[config.mk]
export PLATFORM = sky130hd
export DESIGN_NAME = sfpc_pin_ctrl
export DESIGN_NICKNAME = d
export VERILOG_FILES = /design/src/core/sfpc_pkg_unused_guard.sv /design/src/core/sfpc_pkg.sv /design/src/core/sfpc_fifo.sv /design/src/core/sfpc_pin_ctrl.sv
export SDC_FILE = /design/constraint.sdc
export NUM_CORES = 1
export LEC_CHECK = 0
export BUFFER_PORTS_ARGS = -buffer_cell sky130_fd_sc_hd__buf_2
export CORE_UTILIZATION = 45
export DETAILED_ROUTE_END_ITERATION = 10
export PLACE_DENSITY_LB_ADDON = 0.08
export SLEW_MARGIN = 20
export SYNTH_ARGS = -nofsm -noshare
export SYNTH_HDL_FRONTEND = slang
export SYNTH_SLANG_ARGS = --single-unit
[constraint.sdc]
create_clock -name i_clk -period 1.89 [get_ports i_clk]
set_input_delay 0.189 -clock i_clk [delete_from_list [all_inputs] [get_ports i_clk]]
set_output_delay 0.189 -clock i_clk [all_outputs]
set_load 0.02 [all_outputs]
[src/core/sfpc_pkg_unused_guard.sv]
`timescale 1ns/1ps

[src/core/sfpc_pkg.sv]
package sfpc_pkg;

  localparam int INSTR_BITS = 8;
  localparam int CNT_W = 4;
  localparam logic [CNT_W-1:0] CNT_ZERO = 4'h0;
  localparam logic [CNT_W-1:0] CNT_LAST = 4'h7;
  localparam int SYNC_W = 10;
  // Cs high, reset high, clock low as a mode 0 host idles, supply flags all showing "off"
  localparam logic [SYNC_W-1:0] SYNC_IDLE = 10'h3EF;
  localparam int IO_SI = 0;
  localparam int IO_HOLD = 3;
  localparam logic [3:0] OE_NONE = 4'h0;
  localparam logic [3:0] OE_SO = 4'h2;
  localparam logic [3:0] OE_DUAL = 4'h3;
  localparam logic [3:0] OE_QUAD = 4'hF;
  localparam logic [3:0] DOUT_RST = 4'h0;
  localparam logic [7:0] INSTR_RST = 8'h00;

  typedef enum logic [4:0] {
    PH_STANDBY,
    PH_SINGLE_IN,
    PH_SINGLE_LAT,
    PH_SINGLE_OUT,
    PH_DUAL_IN,
    PH_DUAL_LAT,
    PH_DUAL_OUT,
    PH_QPP_ADDR,
    PH_QUAD_IN,
    PH_QUAD_LAT,
    PH_QUAD_OUT,
    PH_DDR_SINGLE_IN,
    PH_DDR_DUAL_IN,
    PH_DDR_QUAD_IN,
    PH_DDR_LAT,
    PH_DDR_SINGLE_OUT,
    PH_DDR_DUAL_OUT,
    PH_DDR_QUAD_OUT
  } sfpc_phase_t;

  typedef enum logic [1:0] {
    ST_OFF,
    ST_STANDBY,
    ST_INSTR,
    ST_CMD
  } sfpc_state_t;

  typedef struct packed {
    logic hw_rst_n;
    logic cs_n;
    logic sck;
    logic [3:0] io;
  } sfpc_pins_t;

  typedef struct packed {
    logic vcc_low;
    logic vcc_cutoff;
    logic por_busy;
  } sfpc_supply_t;

  typedef struct packed {
    sfpc_supply_t supply;
    sfpc_pins_t pins;
  } sfpc_async_t;

endpackage

[src/core/sfpc_fifo.sv]
`timescale 1ns/1ps
module sfpc_fifo #(
  parameter int WIDTH = 8,
  parameter int DEPTH = 2
) (
  input wire logic i_clk,
  input wire logic i_rst_n,
  input wire logic i_valid,
  output logic o_ready,
  input wire logic [WIDTH-1:0] i_data,
  output logic o_valid,
  input wire logic i_ready,
  output logic [WIDTH-1:0] o_data
);

  localparam int AW = (DEPTH > 1) ? $clog2(DEPTH) : 1;
  localparam logic [AW-1:0] PTR_LAST = AW'(DEPTH - 1);
  localparam logic [AW:0] CNT_FULL = (AW + 1)'(DEPTH);

  logic [WIDTH-1:0] mem_reg [DEPTH];
  logic [AW-1:0] wr_reg;
  logic [AW-1:0] rd_reg;
  logic [AW:0] cnt_reg;
  logic push;
  logic pop;

  assign o_ready = (cnt_reg != CNT_FULL);
  assign o_valid = (cnt_reg != '0);
  assign o_data = mem_reg[rd_reg];
  assign push = i_valid && o_ready;
  assign pop = o_valid && i_ready;

  always_ff @(posedge i_clk) begin
    if (push) begin
      mem_reg[wr_reg] <= i_data;
    end
  end

  always_ff @(posedge i_clk) begin
    if (!i_rst_n) begin
      wr_reg <= '0;
      rd_reg <= '0;
    end else begin
      if (push) begin
        wr_reg <= (wr_reg == PTR_LAST) ? '0 : wr_reg + 1'b1;
      end
      if (pop) begin
        rd_reg <= (rd_reg == PTR_LAST) ? '0 : rd_reg + 1'b1;
      end
    end
  end

  always_ff @(posedge i_clk) begin
    if (!i_rst_n) begin
      cnt_reg <= '0;
    end else if (push && !pop) begin
      cnt_reg <= cnt_reg + 1'b1;
    end else if (pop && !push) begin
      cnt_reg <= cnt_reg - 1'b1;
    end
  end

endmodule

[src/core/sfpc_pin_ctrl.sv]
`timescale 1ns/1ps
// What this block does
// Single input phase: host drives serial input, memory leaves serial output undriven.
// Single output phase: memory drives the serial output line with data.
// Dual input phase: host drives I/O0 and I/O1; memory drives none.
// Dual output phase at single rate: memory drives I/O0 and I/O1.
// Quad page program address phase: only serial input matters; memory drives none.
// Quad input phase: host drives all four lines; memory drives none.
// Quad output phase: memory drives all four lines while selected.
// DDR single input: only serial input is valid; memory drives none.
// DDR dual input: host drives I/O0 and I/O1; memory drives none.
// DDR quad input: host drives all four lines; memory drives none.
// DDR single output: memory drives serial output, I/O2 and I/O3 float.
// DDR dual output: memory drives I/O0 and I/O1, I/O2 and I/O3 float.
// DDR quad output: memory drives all four lines.
// Core supply low: treat as powered off, respond to nothing.
// Powered off: no program or erase may start or run.
// Supply below cut-off: ignore all commands, no program or erase; the code only refuses a new command, one under way runs on.
// Chip select high is standby; its falling edge starts the instruction phase.
// Instruction: eight bits, one per rising clock, most significant first.
// Quad enable clear makes I/O3 the pause input, set makes it data.
// Pause low freezes the command, floats outputs, ignores data inputs; the code takes no pause in DDR phases once the instruction is done.
// Off, low supply, power-on and hardware reset keep serial output undriven.
// Host releases a line before any phase in which memory drives it.
module sfpc_pin_ctrl #(
  parameter int FIFO_DEPTH = 2
) (
  input wire logic i_clk,
  input wire logic i_rst_n,
  input wire sfpc_pkg::sfpc_pins_t i_pins,
  input wire sfpc_pkg::sfpc_supply_t i_supply,
  input wire logic i_quad_enable,
  input wire sfpc_pkg::sfpc_phase_t i_phase,
  input wire logic [3:0] i_out_data,
  input wire logic i_pe_request,
  input wire logic i_instr_ready,
  output logic [3:0] o_io_out,
  output logic [3:0] o_io_oe,
  output logic o_out_taken,
  output logic [7:0] o_instr_data,
  output logic o_instr_valid,
  output logic o_instr_active,
  output logic o_hold,
  output logic o_powered,
  output logic o_pe_allowed,
  output logic o_pe_start
);

  function automatic logic [3:0] phase_oe(input sfpc_pkg::sfpc_phase_t ph);
    logic [3:0] oe;
    oe = sfpc_pkg::OE_NONE;
    unique case (ph)
      sfpc_pkg::PH_SINGLE_OUT: oe = sfpc_pkg::OE_SO;
      sfpc_pkg::PH_DUAL_OUT: oe = sfpc_pkg::OE_DUAL;
      sfpc_pkg::PH_QUAD_OUT: oe = sfpc_pkg::OE_QUAD;
      sfpc_pkg::PH_DDR_SINGLE_OUT: oe = sfpc_pkg::OE_SO;
      sfpc_pkg::PH_DDR_DUAL_OUT: oe = sfpc_pkg::OE_DUAL;
      sfpc_pkg::PH_DDR_QUAD_OUT: oe = sfpc_pkg::OE_QUAD;
      // Input, latency and standby phases leave every line to the host
      sfpc_pkg::PH_STANDBY, sfpc_pkg::PH_SINGLE_IN, sfpc_pkg::PH_SINGLE_LAT,
      sfpc_pkg::PH_DUAL_IN, sfpc_pkg::PH_DUAL_LAT, sfpc_pkg::PH_QPP_ADDR,
      sfpc_pkg::PH_QUAD_IN, sfpc_pkg::PH_QUAD_LAT, sfpc_pkg::PH_DDR_SINGLE_IN,
      sfpc_pkg::PH_DDR_DUAL_IN, sfpc_pkg::PH_DDR_QUAD_IN,
      sfpc_pkg::PH_DDR_LAT: oe = sfpc_pkg::OE_NONE;
      default: oe = sfpc_pkg::OE_NONE;
    endcase
    return oe;
  endfunction

  function automatic logic is_ddr(input sfpc_pkg::sfpc_phase_t ph);
    return (ph >= sfpc_pkg::PH_DDR_SINGLE_IN);
  endfunction

  logic [sfpc_pkg::SYNC_W-1:0] s1_reg;
  logic [sfpc_pkg::SYNC_W-1:0] s2_reg;
  logic [sfpc_pkg::SYNC_W-1:0] s3_reg;
  sfpc_pkg::sfpc_async_t filt_reg;
  sfpc_pkg::sfpc_async_t filt_next;
  logic [sfpc_pkg::SYNC_W-1:0] agree;

  sfpc_pkg::sfpc_state_t state_reg;
  sfpc_pkg::sfpc_state_t state_next;
  logic [sfpc_pkg::CNT_W-1:0] bit_cnt_reg;
  logic [7:0] shift_reg;
  logic [7:0] pend_data_reg;
  logic pend_reg;
  logic pend_ready;
  logic [3:0] oe_reg;
  logic [3:0] dout_reg;
  logic taken_reg;
  logic allowed_reg;
  logic start_reg;

  logic live;
  logic sck_rise;
  logic sck_fall;
  logic cs_fall;
  logic cs_high;
  logic hold_now;
  logic out_edge;
  logic instr_done;

  // Three-stage sampling; a change counts once stages two and three agree
  always_ff @(posedge i_clk) begin
    if (!i_rst_n) begin
      s1_reg <= sfpc_pkg::SYNC_IDLE;
      s2_reg <= sfpc_pkg::SYNC_IDLE;
      s3_reg <= sfpc_pkg::SYNC_IDLE;
      filt_reg <= sfpc_pkg::SYNC_IDLE;
    end else begin
      s1_reg <= {i_supply, i_pins};
      s2_reg <= s1_reg;
      s3_reg <= s2_reg;
      filt_reg <= filt_next;
    end
  end

  assign agree = ~(s2_reg ^ s3_reg);
  assign filt_next = (agree & s3_reg) | (~agree & filt_reg);

  assign sck_rise = filt_next.pins.sck && !filt_reg.pins.sck;
  assign sck_fall = !filt_next.pins.sck && filt_reg.pins.sck;
  assign cs_fall = !filt_next.pins.cs_n && filt_reg.pins.cs_n;
  assign cs_high = filt_reg.pins.cs_n;

  // Off, power-on reset and hardware reset all silence the interface
  assign live = !filt_reg.supply.vcc_low && !filt_reg.supply.por_busy
             && filt_reg.pins.hw_rst_n;
  // Pause only exists while I/O3 is not a data line, and in DDR phases only during the instruction
  assign hold_now = !i_quad_enable && !filt_reg.pins.io[sfpc_pkg::IO_HOLD] && !cs_high
                 && ((state_reg == sfpc_pkg::ST_INSTR) || !is_ddr(i_phase));
  assign instr_done = sck_rise && !hold_now && (bit_cnt_reg == sfpc_pkg::CNT_LAST);
  assign out_edge = (state_reg == sfpc_pkg::ST_CMD) && !hold_now
                 && (is_ddr(i_phase) ? (sck_rise || sck_fall) : sck_fall);

  always_comb begin
    state_next = state_reg;
    unique case (state_reg)
      sfpc_pkg::ST_OFF: begin
        if (live) begin
          state_next = sfpc_pkg::ST_STANDBY;
        end
      end
      sfpc_pkg::ST_STANDBY: begin
        // Commands below cut-off, or while the last byte is unclaimed, are ignored
        if (cs_fall && !filt_reg.supply.vcc_cutoff && !pend_reg) begin
          state_next = sfpc_pkg::ST_INSTR;
        end
      end
      sfpc_pkg::ST_INSTR: begin
        if (cs_high) begin
          state_next = sfpc_pkg::ST_STANDBY;
        end else if (instr_done) begin
          state_next = sfpc_pkg::ST_CMD;
        end
      end
      sfpc_pkg::ST_CMD: begin
        if (cs_high) begin
          state_next = sfpc_pkg::ST_STANDBY;
        end
      end
    endcase
    if (!live) begin
      state_next = sfpc_pkg::ST_OFF;
    end
  end

  always_ff @(posedge i_clk) begin
    if (!i_rst_n) begin
      state_reg <= sfpc_pkg::ST_OFF;
    end else begin
      state_reg <= state_next;
    end
  end

  // Instruction shifter, frozen while paused
  always_ff @(posedge i_clk) begin
    if (!i_rst_n) begin
      bit_cnt_reg <= sfpc_pkg::CNT_ZERO;
      shift_reg <= sfpc_pkg::INSTR_RST;
    end else if (state_reg != sfpc_pkg::ST_INSTR) begin
      bit_cnt_reg <= sfpc_pkg::CNT_ZERO;
    end else if (sck_rise && !hold_now) begin
      bit_cnt_reg <= bit_cnt_reg + 1'b1;
      shift_reg <= {shift_reg[6:0], filt_reg.pins.io[sfpc_pkg::IO_SI]};
    end
  end

  // Completed byte waits here until the buffer takes it
  always_ff @(posedge i_clk) begin
    if (!i_rst_n) begin
      pend_reg <= 1'b0;
      pend_data_reg <= sfpc_pkg::INSTR_RST;
    end else if (state_reg == sfpc_pkg::ST_INSTR && instr_done && !cs_high && live) begin
      pend_reg <= 1'b1;
      pend_data_reg <= {shift_reg[6:0], filt_reg.pins.io[sfpc_pkg::IO_SI]};
    end else if (pend_ready) begin
      pend_reg <= 1'b0;
    end
  end

  sfpc_fifo #(
    .WIDTH(sfpc_pkg::INSTR_BITS),
    .DEPTH(FIFO_DEPTH)
  ) u_instr_fifo (
    .i_clk(i_clk),
    .i_rst_n(i_rst_n),
    .i_valid(pend_reg),
    .o_ready(pend_ready),
    .i_data(pend_data_reg),
    .o_valid(o_instr_valid),
    .i_ready(i_instr_ready),
    .o_data(o_instr_data)
  );

  // Pin drive: memory drives only in output phases, never while paused or off
  always_ff @(posedge i_clk) begin
    if (!i_rst_n) begin
      oe_reg <= sfpc_pkg::OE_NONE;
    end else if (state_next == sfpc_pkg::ST_CMD && state_reg == sfpc_pkg::ST_CMD && !hold_now) begin
      oe_reg <= phase_oe(i_phase);
    end else begin
      oe_reg <= sfpc_pkg::OE_NONE;
    end
  end

  always_ff @(posedge i_clk) begin
    if (!i_rst_n) begin
      dout_reg <= sfpc_pkg::DOUT_RST;
      taken_reg <= 1'b0;
    end else begin
      taken_reg <= out_edge && (phase_oe(i_phase) != sfpc_pkg::OE_NONE);
      if (out_edge && (phase_oe(i_phase) != sfpc_pkg::OE_NONE)) begin
        dout_reg <= i_out_data;
      end
    end
  end

  // Program and erase may only start or run with a healthy supply
  always_ff @(posedge i_clk) begin
    if (!i_rst_n) begin
      allowed_reg <= 1'b0;
      start_reg <= 1'b0;
    end else begin
      allowed_reg <= live && !filt_reg.supply.vcc_cutoff;
      start_reg <= i_pe_request && live && !filt_reg.supply.vcc_cutoff;
    end
  end

  assign o_io_oe = oe_reg;
  assign o_io_out = dout_reg;
  assign o_out_taken = taken_reg;
  assign o_instr_active = (state_reg == sfpc_pkg::ST_INSTR);
  assign o_hold = hold_now && (state_reg == sfpc_pkg::ST_INSTR || state_reg == sfpc_pkg::ST_CMD);
  assign o_powered = (state_reg != sfpc_pkg::ST_OFF);
  assign o_pe_allowed = allowed_reg;
  assign o_pe_start = start_reg;

endmodule

==> results.sh <==
export IMPL_status="finished, final reports clean"
export IMPL_nFillCells=639
export IMPL_critPathCaptureType="flop"
export IMPL_cp_top_family="adder cells"
export IMPL_antenna_found_initial=0
export IMPL_chipWidth_um=86.2
export IMPL_dp_hpwl_um=3490
export IMPL_hp_class="in2reg"
export IMPL_totalPowerFinal_mw=3.15
export IMPL_synthCells=291
export IMPL_pre_cts_slack_ns=0.0671
export IMPL_leakage_nw=1.43
export IMPL_grt_use_total_pct=15.1
export IMPL_yosysWarnings=0
export IMPL_powerDensity_nw_per_um2=832
export IMPL_cp_arrival_ns=2.04
export IMPL_place_area_um2=3530
export IMPL_viasPerCell=4.78
export IMPL_grt_max_degree=46
export IMPL_nets=376
export IMPL_clockBufferDepth=2
export IMPL_top_layer="met4"
export IMPL_grt_pass1_vias=1945
export IMPL_tritoncts="yes"
export IMPL_fp_row_count=30
export IMPL_relSlewSlack_pct=72.3
export IMPL_layout_drive_gt1_share_pct=24.4
export IMPL_clock_fmax_mhz=559
export IMPL_final_cell_mix="68 x dfxtp_1, 45 x buf_2, 33 x nor2_1"
export IMPL_yosysUniqueCellTypes=38
export IMPL_fin_ws_ns=0.101
export IMPL_ir_drop_uv=667
export IMPL_synth_top_flop_cell="dfxtp_1"
export IMPL_clock_sinks=85
export IMPL_layout_commonest_cell="dfxtp_1"
export IMPL_finalCriticalPeriod_ns=1.79
export IMPL_mappedNetlistArea_um2=3190
export IMPL_fin_crit_sh_pct=94.7
export IMPL_max_slew_worst_pin_slew_ns=0.415
export IMPL_synth_edf_count=16
export IMPL_required_ns=2.14
export IMPL_cpMaxStageDelayCell="dfxtp_2"
export IMPL_drv_slew=0
export IMPL_initial_core_util_pct=46.7
export IMPL_crit_type="reg2reg"
export IMPL_portBuffers=44
export IMPL_skew_ns=0.0101
export IMPL_cts_inserted_buffers=9
export IMPL_met1Wirelength_um=2580
export IMPL_drc_errors=0
export IMPL_diodes=0
export IMPL_max_cap_viol_count=0
export IMPL_die_h_um=86.2
export IMPL_hold_viol_final=0
export IMPL_ys_seq_area_share_pct=58.4
export IMPL_clock_latency_ns=0.35
export IMPL_start_kind="flop"
export IMPL_die_area_um2=7430
export IMPL_syn2layout_area_growth_pct=18.6
export IMPL_setup_viol=0
export IMPL_ioPinCount=47
export IMPL_wire_per_inst_um=11.6
export IMPL_final_antenna_net_count=0
export IMPL_grt_overflow=0
export IMPL_async_flop_share_pct=0
export IMPL_htreeDepth=3
export IMPL_synth_fp_nets=319
export IMPL_coreArea_um2=6830
export IMPL_finalInstanceArea_um2=3780
export IMPL_grt_pass1_wl_um=8670
export IMPL_place_gp_congestion=0.828
export IMPL_vias=2146
export IMPL_largest_reg_flops=16
export IMPL_worstPathMaxFanout=4
export IMPL_syn_area_per_cell_um2=11.0
export IMPL_root_buffer="clkbuf_8"
export IMPL_slowest_delay_ns=0.35
export IMPL_ys_ff_latch=85
export IMPL_clk_pin_slew_ns=0.09
export IMPL_dr_pass1_iters=4
export IMPL_dr_wl_met3_um=167
export IMPL_drt_iter0_drc=56
export IMPL_met2WireLength_um=2370
export IMPL_tns_ns=0
export IMPL_cp_cell_sequence="maj3_1 > ha_1 > o31ai_1 > nor4bb_2 > buf_4 > buf_2 > mux2i_1 > nor2_1"
export IMPL_drt_wl_total_um=5200
export IMPL_rsz0062_at_grt="false"
export IMPL_crit_buf_inv=2
## area by class of cell
class	count	area, um2	area share, %
Timing Repair Buffer	58	335	8.87
Tap cell	96	120	3.18
Clock buffer	9	124	3.28
Multi-Input combinational cell	185	1240	32.9
Sequential cell	85	1860	49.3
Clock inverter	7	60.1	1.59
Inverter	9	33.8	0.893
## per-stage QoR
stage | instances | hold slack (ns) | util, %
after floorplan | 291 | 0.268 | -
after global placement | 426 | 0.369 | 51.6
after detailed placement | 426 | 0.373 | 51.6
after CTS | 447 | 0.00192 | 55.1
after global routing | 449 | 0.00701 | 55.3
final | 449 | 0.0164 | 55.3
## worst register-to-register path, delay by kind of cell (launching register included)
kind,cells,cell delay [ns]
fa+ha+maj,2,0.40
flops,1,0.35
buf+inv,2,0.33
simple gates,2,0.31
mux,1,0.20
compound gates,1,0.10
## power breakdown
part | switching [mW] | total [mW] | internal [mW]
logic | 0.0489 | 0.0985 | 0.0496
clock network | 0.685 | 1.18 | 0.497
registers | 0.00805 | 1.86 | 1.86
total | 0.742 | 3.15 | 2.40
## timing repair
action | CTS | global route
hold buffers | 5 | 0
buffers inserted | 0 | 1
gates resized for setup | 0 | 3
endpoints found under the hold margin | 5 | 0
endpoints found under the setup margin | 0 | 9
## kinds of logic after synthesis
group           Yosys count  share of synthesized area (%)
compound gates           39                           7.61
xor+xnor                  5                           1.84
simple gates            108                           18.2
fa+ha+maj                 5                           1.88
mux                      28                           9.14
flops                    85                           58.4
buf+inv                  21                           2.90
## layer usage
layer  GRT usage (%)  vias to the layer above
met3            5.14                        8
met4            6.36                        0
li1                -                     1111
met5               0                        -
met2            24.0                       31
met1            19.0                      996
## path summary, 6_finish.rpt
path              slack (ns)          endpoint        start  depth (start not counted)
setup / recovery        0.10  pend_data_reg[7]  filt_reg[4]                          8
hold / removal          0.02         s1_reg[3]    i_pins[3]                          2
setup reg to reg        0.10  pend_data_reg[7]  filt_reg[4]                          8
hold reg to reg         0.41         s2_reg[7]    s1_reg[7]                          1
## synthesized netlist by cell type, types with 4 or more instances
master,instances,area (um2)
dfxtp_1,69,1380
nor2_1,33,124
nand2b_1,23,144
mux2i_1,19,190
a21oi_1,17,85.1
edfxtp_1,16,480
nand2_1,15,56.3
o21ai_0,12,60.1
inv_1,9,33.8
mux2_2,9,101
and2_1,7,43.8
clkbuf_1,6,22.5
nor3_1,5,25.0
o2111ai_1,5,43.8
and3_1,4,25.0
ha_1,4,50.1
nor3b_1,4,30.0
xor2_1,4,35.0
Power figures use the tool's default switching activity.
